**config.mk**
```make
export PLATFORM = sky130hd
export DESIGN_NAME = sdram_command_decode
export DESIGN_NICKNAME = d
export VERILOG_FILES = /design/src/rtl/sdram_cmd_pkg.sv /design/src/rtl/sdram_command_decode.sv
export SDC_FILE = /design/constraint.sdc
export NUM_CORES = 1
export LEC_CHECK = 0
export ABC_AREA = 1
export BUFFER_PORTS_ARGS = -buffer_cell sky130_fd_sc_hd__buf_2
export CAP_MARGIN = 0
export CELL_PAD_IN_SITES_DETAIL_PLACEMENT = 0
export CELL_PAD_IN_SITES_GLOBAL_PLACEMENT = 2
export CORE_AREA = 2 2 177 179
export DETAILED_ROUTE_END_ITERATION = 7
export DIE_AREA = 0 0 179 181
export PLACE_DENSITY = 0.89
export SLEW_MARGIN = 20
export SYNTH_ARGS = -nofsm -noshare
export SYNTH_HDL_FRONTEND = slang
export SYNTH_SLANG_ARGS = --single-unit
```
**constraint.sdc**
```tcl
create_clock -name clock -period 2.4 [get_ports clock]
set_input_delay 0.12 -clock clock [delete_from_list [all_inputs] [get_ports clock]]
set_output_delay 0.12 -clock clock [all_outputs]
set_load 0.02 [all_outputs]
```
**src/rtl/sdram_cmd_pkg.sv**
```systemverilog
// Overview of operation
// (RQ1) Burst order select bit picks sequential or interleaved beat ordering.
// (RQ2) Sequential beats increment from start and wrap inside the aligned block.
// (RQ3) Interleaved beat k uses starting low column bits XOR k.
// (RQ4) Upper column bits pick the aligned block; low bits pick the start.
// (RQ5) Full-page burst spans the whole row, sequential order only.
// (RQ6) Full-page start uses all column bits and wraps within the row.
// (RQ7) Burst length one accesses exactly the given column; order bit ignored.
// (RQ8) Read latency is programmable to two or three clocks.
// (RQ9) Read at edge n, latency m: drive from n+m-1, valid by n+m.
// (RQ10) Controller uses latency two only at clock rates its grade allows.
// (RQ11) Controller programs both operating mode bits to zero.
// (RQ12) Single write select set: reads burst, writes touch one location only.
// (RQ13) Controller should load zeros into the three top configuration bits.
// (RQ14) Chip select high blocks new commands; running operations carry on.
// (RQ15) Row strobe low alone decodes ACTIVE: opens row in the given bank.
// (RQ16) Column strobe low alone: read burst, or write burst with write enable.
// (RQ17) A10 on read or write enables auto precharge for that access only.
// (RQ18) PRECHARGE closes one bank or all by A10; terminate stops the burst.
// (RQ19) Refresh command: auto refresh if clock enable high, else self refresh.
// (RQ20) All strobes low loads the configuration register from A0 to A11.
// (RQ21) Controller keeps clock enable high for every command except self refresh.
// (RQ22) Byte mask blocks write data same cycle, read outputs two clocks later.
// (RQ23) Configuration fields: length, order, latency, mode, single write, reserved.
// (RQ24) Lengths 1, 2, 4, 8 for both orders; full page sequential only.
// (RQ25) Controller loads configuration only with all banks idle, then waits.
// (RQ26) Length codes 0,1,2,3,7; latency codes 2,3; other codes reserved.
`default_nettype none
package sdram_cmd_pkg;
  localparam int ROW_W = 13;
  localparam int COL_W = 10;
  localparam int DQ_W = 16;
  localparam int MASK_W = 2;
  localparam int BANK_W = 2;
  localparam int BANKS = 4;
  localparam int LOAD_W = 12;
  localparam int AUTO_PRE_BIT = 10;

  localparam logic [2:0] LEN_1 = 3'h0;
  localparam logic [2:0] LEN_2 = 3'h1;
  localparam logic [2:0] LEN_4 = 3'h2;
  localparam logic [2:0] LEN_8 = 3'h3;
  localparam logic [2:0] LEN_FULL = 3'h7;
  localparam logic [2:0] LAT_2 = 3'h2;
  localparam logic [2:0] LAT_3 = 3'h3;

  localparam logic [COL_W-1:0] SPAN_1 = 10'h000;
  localparam logic [COL_W-1:0] SPAN_2 = 10'h001;
  localparam logic [COL_W-1:0] SPAN_4 = 10'h003;
  localparam logic [COL_W-1:0] SPAN_8 = 10'h007;
  localparam logic [COL_W-1:0] SPAN_FULL = 10'h3FF;

  typedef struct packed {
    logic reserved_cfg_bit_c;
    logic reserved_cfg_bit_b;
    logic reserved_cfg_bit_a;
    logic single_write_select_bit;
    logic op_mode_high_bit;
    logic op_mode_low_bit;
    logic [2:0] read_latency_setting;
    logic burst_order_select_bit;
    logic [2:0] burst_length_setting;
  } cfg_t;

  localparam cfg_t CFG_RESET = 13'h0020;

  typedef struct packed {
    logic cs_n;
    logic row_strobe_n;
    logic col_strobe_n;
    logic write_enable_n;
    logic clock_enable;
    logic [BANK_W-1:0] bank;
    logic [ROW_W-1:0] addr;
    logic [MASK_W-1:0] mask;
    logic [DQ_W-1:0] dq;
  } pins_t;

  localparam pins_t PINS_IDLE = '{cs_n: 1'h1, default: '0};

  typedef struct packed {
    logic valid;
    logic write;
    logic [BANK_W-1:0] bank;
    logic [ROW_W-1:0] row;
    logic [COL_W-1:0] col;
    logic [DQ_W-1:0] data;
    logic [MASK_W-1:0] byte_en;
  } array_req_t;

  typedef enum logic [2:0] {
    CMD_NONE = 3'b000,
    CMD_ACTIVE = 3'b001,
    CMD_READ = 3'b010,
    CMD_WRITE = 3'b011,
    CMD_TERM = 3'b100,
    CMD_PRE = 3'b101,
    CMD_REFRESH = 3'b110,
    CMD_LOAD = 3'b111
  } cmd_t;
endpackage
`default_nettype wire

```
**src/rtl/sdram_command_decode.sv**
```systemverilog
`default_nettype none
module sdram_command_decode (
  input wire logic clock,
  input wire logic reset,
  input wire sdram_cmd_pkg::pins_t pins,
  input wire logic [sdram_cmd_pkg::DQ_W-1:0] read_data,
  output var sdram_cmd_pkg::array_req_t array_req,
  output logic [sdram_cmd_pkg::DQ_W-1:0] dq_out,
  output logic [sdram_cmd_pkg::DQ_W-1:0] dq_oe,
  output logic [sdram_cmd_pkg::BANKS-1:0] bank_open,
  output logic refresh_pulse,
  output logic self_refresh
);
  localparam int CW = sdram_cmd_pkg::COL_W;

  sdram_cmd_pkg::pins_t pin_meta;
  sdram_cmd_pkg::pins_t pin_s;
  sdram_cmd_pkg::cfg_t operating_configuration;
  sdram_cmd_pkg::cmd_t cmd;
  logic sel;
  logic is_rw;
  logic stop;
  logic [CW-1:0] len_span;
  logic [CW-1:0] new_span;
  logic interleave;
  logic full_page;
  logic lat3;
  logic burst_on;
  logic burst_wr;
  logic burst_ap;
  logic burst_intl;
  logic [sdram_cmd_pkg::BANK_W-1:0] burst_bank;
  logic [CW-1:0] burst_start;
  logic [CW-1:0] burst_span;
  logic [CW-1:0] beat;
  logic burst_last;
  logic ap_done;
  logic [sdram_cmd_pkg::ROW_W-1:0] open_row [sdram_cmd_pkg::BANKS];
  logic dv1;
  logic dv2;
  logic dv3;
  logic oe_base;
  logic [sdram_cmd_pkg::DQ_W-1:0] data_d1;
  logic [sdram_cmd_pkg::DQ_W-1:0] data_d2;
  logic [sdram_cmd_pkg::MASK_W-1:0] mask_p0;
  logic [sdram_cmd_pkg::MASK_W-1:0] mask_p1;

  // pins come from the controller's clock tree; two stages first
  always_ff @(posedge clock)
  begin
    if (reset)
    begin
      pin_meta <= sdram_cmd_pkg::PINS_IDLE;
      pin_s <= sdram_cmd_pkg::PINS_IDLE;
    end
    else
    begin
      pin_meta <= pins;
      pin_s <= pin_meta;
    end
  end

  // no command while deselected or parked in self refresh
  assign sel = !pin_s.cs_n && !self_refresh; // RQ14

  always_comb
  begin
    cmd = sdram_cmd_pkg::CMD_NONE;
    if (sel)
    begin
      unique case ({pin_s.row_strobe_n, pin_s.col_strobe_n,
                    pin_s.write_enable_n})
        3'h7: cmd = sdram_cmd_pkg::CMD_NONE;
        3'h3: cmd = sdram_cmd_pkg::CMD_ACTIVE; // RQ15
        3'h5: cmd = sdram_cmd_pkg::CMD_READ; // RQ16
        3'h4: cmd = sdram_cmd_pkg::CMD_WRITE; // RQ16
        3'h6: cmd = sdram_cmd_pkg::CMD_TERM; // RQ18
        3'h2: cmd = sdram_cmd_pkg::CMD_PRE; // RQ18
        3'h1: cmd = sdram_cmd_pkg::CMD_REFRESH; // RQ19
        3'h0: cmd = sdram_cmd_pkg::CMD_LOAD; // RQ20
      endcase
    end
  end

  assign is_rw = (cmd == sdram_cmd_pkg::CMD_READ) ||
                 (cmd == sdram_cmd_pkg::CMD_WRITE);
  assign stop = (cmd == sdram_cmd_pkg::CMD_TERM);

  // A12 is not part of the op-code and is stored as zero
  always_ff @(posedge clock)
  begin
    if (reset)
      operating_configuration <= sdram_cmd_pkg::CFG_RESET;
    else if (cmd == sdram_cmd_pkg::CMD_LOAD)
      operating_configuration <= {1'h0,
        pin_s.addr[sdram_cmd_pkg::LOAD_W-1:0]}; // RQ20 RQ23
  end

  // reserved length codes fall back to a single access
  always_comb
  begin
    case (operating_configuration.burst_length_setting)
      sdram_cmd_pkg::LEN_1: len_span = sdram_cmd_pkg::SPAN_1; // RQ7
      sdram_cmd_pkg::LEN_2: len_span = sdram_cmd_pkg::SPAN_2; // RQ26
      sdram_cmd_pkg::LEN_4: len_span = sdram_cmd_pkg::SPAN_4; // RQ24
      sdram_cmd_pkg::LEN_8: len_span = sdram_cmd_pkg::SPAN_8; // RQ4
      sdram_cmd_pkg::LEN_FULL: len_span = sdram_cmd_pkg::SPAN_FULL; // RQ5
      default: len_span = sdram_cmd_pkg::SPAN_1; // RQ26
    endcase
  end

  assign full_page = operating_configuration.burst_length_setting ==
                     sdram_cmd_pkg::LEN_FULL;
  assign interleave = operating_configuration.burst_order_select_bit &&
                      !full_page && (len_span != '0); // RQ1 RQ5 RQ7
  // reserved latency codes behave as three clocks
  assign lat3 = operating_configuration.read_latency_setting !=
                sdram_cmd_pkg::LAT_2; // RQ8 RQ26
  assign new_span = (cmd == sdram_cmd_pkg::CMD_WRITE &&
    operating_configuration.single_write_select_bit) ?
    sdram_cmd_pkg::SPAN_1 : len_span; // RQ12

  function automatic logic [CW-1:0] col_at(
    input logic [CW-1:0] start,
    input logic [CW-1:0] k,
    input logic [CW-1:0] span,
    input logic intl
  );
    logic [CW-1:0] low;
    low = intl ? (start ^ k) : CW'(start + k); // RQ2 RQ3
    return (start & ~span) | (low & span); // RQ4 RQ6
  endfunction

  assign burst_last = (beat == burst_span) &&
                      (burst_span != sdram_cmd_pkg::SPAN_FULL); // RQ6
  assign ap_done = (burst_on && !stop && !is_rw && burst_last &&
                    burst_ap) ||
                   (is_rw && (new_span == '0) && !full_page &&
                    pin_s.addr[sdram_cmd_pkg::AUTO_PRE_BIT]); // RQ17

  // burst sequencer: beat 0 goes out with the command itself
  always_ff @(posedge clock)
  begin
    if (reset)
    begin
      burst_on <= 1'h0;
      burst_wr <= 1'h0;
      burst_ap <= 1'h0;
      burst_intl <= 1'h0;
      burst_bank <= '0;
      burst_start <= '0;
      burst_span <= '0;
      beat <= '0;
    end
    else if (is_rw)
    begin
      burst_on <= new_span != '0;
      burst_wr <= cmd == sdram_cmd_pkg::CMD_WRITE;
      // auto precharge never applies to full page
      burst_ap <= pin_s.addr[sdram_cmd_pkg::AUTO_PRE_BIT] &&
                  !full_page; // RQ17
      burst_intl <= interleave; // RQ1
      burst_bank <= pin_s.bank;
      burst_start <= pin_s.addr[CW-1:0];
      burst_span <= new_span;
      beat <= CW'(1);
    end
    else if (stop)
      burst_on <= 1'h0; // RQ18
    else if (burst_on)
    begin
      beat <= CW'(beat + CW'(1));
      if (burst_last)
        burst_on <= 1'h0;
    end
  end

  // array port; write data and byte enables sampled with the beat
  always_ff @(posedge clock)
  begin
    if (reset)
      array_req <= '0;
    else if (is_rw)
    begin
      array_req.valid <= 1'h1;
      array_req.write <= cmd == sdram_cmd_pkg::CMD_WRITE; // RQ16
      array_req.bank <= pin_s.bank;
      array_req.row <= open_row[pin_s.bank];
      array_req.col <= pin_s.addr[CW-1:0]; // RQ7 RQ6
      array_req.data <= pin_s.dq;
      array_req.byte_en <= ~pin_s.mask; // RQ22
    end
    else if (burst_on && !stop)
    begin
      array_req.valid <= 1'h1;
      array_req.write <= burst_wr;
      array_req.bank <= burst_bank;
      array_req.row <= open_row[burst_bank];
      array_req.col <= col_at(burst_start, beat, burst_span,
                              burst_intl); // RQ2 RQ3
      array_req.data <= pin_s.dq;
      array_req.byte_en <= ~pin_s.mask; // RQ22
    end
    else
      array_req.valid <= 1'h0;
  end

  always_ff @(posedge clock)
  begin
    if (cmd == sdram_cmd_pkg::CMD_ACTIVE)
      open_row[pin_s.bank] <= pin_s.addr; // RQ15
  end

  // bank state: auto precharge, then explicit precharge, then activate
  always_ff @(posedge clock)
  begin
    if (reset)
      bank_open <= '0;
    else
    begin
      if (ap_done)
        bank_open[is_rw ? pin_s.bank : burst_bank] <= 1'h0; // RQ17
      if (cmd == sdram_cmd_pkg::CMD_PRE)
      begin
        if (pin_s.addr[sdram_cmd_pkg::AUTO_PRE_BIT])
          bank_open <= '0; // RQ18
        else
          bank_open[pin_s.bank] <= 1'h0; // RQ18
      end
      if (cmd == sdram_cmd_pkg::CMD_ACTIVE)
        bank_open[pin_s.bank] <= 1'h1; // RQ15
    end
  end

  always_ff @(posedge clock)
  begin
    if (reset)
    begin
      refresh_pulse <= 1'h0;
      self_refresh <= 1'h0;
    end
    else
    begin
      refresh_pulse <= (cmd == sdram_cmd_pkg::CMD_REFRESH) &&
                       pin_s.clock_enable; // RQ19
      if ((cmd == sdram_cmd_pkg::CMD_REFRESH) && !pin_s.clock_enable)
        self_refresh <= 1'h1; // RQ19
      else if (self_refresh && pin_s.clock_enable)
        self_refresh <= 1'h0;
    end
  end

  // read return: data one stage after the array, then latency stages
  assign dv1 = array_req.valid && !array_req.write;
  assign oe_base = lat3 ? (dv2 || dv3) : (dv1 || dv2); // RQ9

  always_ff @(posedge clock)
  begin
    if (reset)
    begin
      dv2 <= 1'h0;
      dv3 <= 1'h0;
      data_d1 <= '0;
      data_d2 <= '0;
      dq_out <= '0;
      mask_p0 <= '0;
      mask_p1 <= '0;
    end
    else
    begin
      dv2 <= dv1;
      dv3 <= dv2;
      data_d1 <= read_data;
      data_d2 <= data_d1;
      dq_out <= lat3 ? data_d2 : data_d1; // RQ8 RQ9
      mask_p0 <= pin_s.mask;
      mask_p1 <= mask_p0;
    end
  end

  for (genvar b = 0; b < sdram_cmd_pkg::MASK_W; b++)
  begin : g_lane
    always_ff @(posedge clock)
    begin
      if (reset)
        dq_oe[b*8 +: 8] <= '0;
      else
        dq_oe[b*8 +: 8] <= {8{oe_base && !mask_p1[b]}}; // RQ22
    end
  end
endmodule // sdram_command_decode
`default_nettype wire

```
==> results.txt <==
Area added between synthesis and finish = 25.18%
Netlist cell types = 41
Via-to-Cell Ratio = 4.511
Cells after Synth = 1204
Fin crit share = 82.55%
Clock latency on the worst-skew pair = 0.56 ns
Drt wl/cell = 14.21 um
Initial antenna violation count = 0
Proportion of netlist area held by the largest area contributor = 43.01%
Sink Count = 273
Chip height = 181 um
Critical path data arrival time = 2.45 ns
Syn Nets = 1271
Number of diodes = 0
Final total negative setup slack = 0 ns
Final Max Tran Viols = 0
Floorplan Core Area = 30350 um2
Category of the worst setup path capture point = flop
Final critical path time including I/O delays and setup = 1.981 ns
Worst vdd rail ir drop = 0.5194 mV
Die area = 32400 um2
Worst endpoint required time = 2.87 ns
Share of flip-flops with an asynchronous set or reset = 0%
Via count of the first global-routing pass = 7905
First DRT Iteration DRCs = 488
Category of the critical setup timing path = flop to flop
#FFs+latches synth = 273
Inserted Clock Buffers = 29
H-tree depth = 1
Crit-path max FO = 29
Synth Area per Inst = 8.543 um2
Num rows = 64
Placed Instances = 1691
Largest net degree at the start of global routing = 115
Synth top cells by count = sky130_fd_sc_hd__dfxtp_1 (221), sky130_fd_sc_hd__nor2_1 (205), sky130_fd_sc_hd__inv_1 (190), sky130_fd_sc_hd__nand2_1 (99), sky130_fd_sc_hd__a21oi_1 (90)
Number of buffers added to fix hold violations after cts = 55
Number of routed nets with antenna violations = 0
HPWL reported at the end of detailed placement = 16.88 mm
Count of yosys warnings during synthesis = 0
Final Non-Filler Cells = 1800
Unrepaired setup endpoints after global routing = no
Cell taking the most area after synthesis = sky130_fd_sc_hd__dfxtp_1
Share of layout cells above drive strength 1 = 16.95%
Power density normalized to cell area = 781.1 nW/um2
Clock transition at the registers of the reported paths = 0.06 ns
Count of boundary I/O pins = 139
Number of nets in the final layout = 1448
Cell at the root of the clock tree = sky130_fd_sc_hd__clkbuf_16
Total global routing track utilization = 15.99%
Worst hold path class = input pin to flop
Clock tree from TritonCTS = yes
Number of remaining DRC errors = 0
Most common cell in the synthesized netlist = sky130_fd_sc_hd__dfxtp_1
Post_cts resized = 0
Leakage power total = 5.647 nW
Slew margin rel. = 67.34%
Max Root-Sink Buffers = 3
Pre-antenna DRT Iters = 5
Post-synthesis sequential area ratio = 58.19%
Synth Cell Area = 10290 um2
Maxcap violations = 0
Wire length of the first global-routing pass = 41.36 mm
Number of vias after detailed routing = 8119
Final Hold Violating Endpoints = 0
Initial Utilization = 33.89%
R2R Setup Slk = 0.42 ns
Global route overflow = 0
Routability congestion estimate from global placement = 0.8224
Cell depth of the worst min-delay path = 4
Count of cells along the worst register-to-register path = 10
Final Setup Violations = 0
EDFF count, synth = 52
Critical Path Start Type = flop
Floorplan die width = 179 um
Slew at the pin with the worst max-slew slack = 0.4899 ns
Worst Clk Skew = 0.02863 ns
Dominant synthesized flop cell = sky130_fd_sc_hd__dfxtp_1
Total power consumption of the routed design = 10.06 mW
Number of buffers added for setup after CTS = 0
Top post-synthesis cells by area = sky130_fd_sc_hd__dfxtp_1 (43%), sky130_fd_sc_hd__edfxtp_1 (15%), sky130_fd_sc_hd__nor2_1 (7.5%), sky130_fd_sc_hd__inv_1 (6.9%), sky130_fd_sc_hd__a21oi_1 (4.4%)
Fmax = 504.8 MHz
# port buffers = 138
Final routed wirelength across all metal layers = 25.58 mm
Outcome = completed
## metrics by stage
step	hold slack, ns	cell area [um2]	setup WS [ns]	utilization [%]
finish	0.2909	12880	0.4188	42.43
global placement	0.3202	11330	0.5060	37.32
floorplan	0.2238	10290	0.4474	-
CTS	0.2790	12880	0.4207	42.43
detailed placement	0.3261	11330	0.3995	37.32
global route	0.3106	12880	0.1757	42.43
## worst paths after layout
path | startpoint | endpoint
setup / recovery | self_refresh | array_req[35]
hold / removal | pins[3] | pin_meta[3]
setup reg to reg | self_refresh | array_req[35]
hold reg to reg | mask_p1[1] | dq_oe[8]
## layer usage
metal  vias to the layer above  global-route usage [%]  wire length [um]
met5                         -                       0                 0
met4                         0                   4.098               489
met3                        38                   2.715              1376
met2                       192                   26.28             11680
met1                      3692                   21.73             12040
li1                       4197                       -                 -
## cell families after synthesis
logic type / after synthesis / synth area share [%]
AND/OR/NAND/NOR: 367 / 14.58
buffers and inverters: 281 / 11.09
flip-flops: 273 / 58.19
AO/OA/AOI/OAI: 263 / 13.95
adder cells (fa/ha/maj): 11 / 1.411
XOR/XNOR: 9 / 0.7664
## report_power, final
| group | internal [mW] | switching, mW |
|---|---|---|
| Sequential | 4.80 | 0.0695 |
| Clock | 2.79 | 1.84 |
| Combinational | 0.227 | 0.327 |
## cells in the final DEF, fill, tap and decap left out, types with 10 or more instances in the layout
cell,count
sky130_fd_sc_hd__a21oi_1,90
sky130_fd_sc_hd__a31oi_1,15
sky130_fd_sc_hd__buf_2,137
sky130_fd_sc_hd__buf_4,22
sky130_fd_sc_hd__clkbuf_16,29
sky130_fd_sc_hd__dfxtp_1,221
sky130_fd_sc_hd__dlygate4sd3_1,55
sky130_fd_sc_hd__edfxtp_1,52
sky130_fd_sc_hd__ha_1,10
sky130_fd_sc_hd__inv_1,189
sky130_fd_sc_hd__inv_2,21
sky130_fd_sc_hd__nand2_1,99
sky130_fd_sc_hd__nand3_1,41
sky130_fd_sc_hd__nor2_1,205
sky130_fd_sc_hd__o211ai_1,15
sky130_fd_sc_hd__o21ai_0,68
sky130_fd_sc_hd__o21ai_1,55
## critical path, stage by stage (launching register included)
cell and delay, ns:
sky130_fd_sc_hd__dfxtp_1 0.32, sky130_fd_sc_hd__inv_2 0.05, sky130_fd_sc_hd__nand2_1 0.11, sky130_fd_sc_hd__nor2_1 0.18
sky130_fd_sc_hd__nand2_2 0.25, sky130_fd_sc_hd__inv_4 0.29, sky130_fd_sc_hd__nor2_8 0.06, sky130_fd_sc_hd__inv_2 0.05
sky130_fd_sc_hd__buf_4 0.32, sky130_fd_sc_hd__nor2_1 0.07, sky130_fd_sc_hd__a311oi_1 0.20
## sequential cells by signal (all words and copies together), names as in the netlist, 4 cells and up, named ones only
name	cells
pin_s	35
bank_open	4
pin_meta	38
data_d1	16
operating_configuration	8
burst_span	4
beat	10
dq_out	16
burst_start	10
open_row	52
data_d2	16
array_req	45
## cell type report
class,instances,area [um2]
Fill cell,2989,17470
Sequential cell,273,5986
Multi-Input combinational cell,650,3159
Timing Repair Buffer,216,1441
Clock buffer,39,803.3
Inverter,211,794.5
Tap cell,396,495.5
Clock inverter,15,196.4
(Power assumes the default switching activity.)
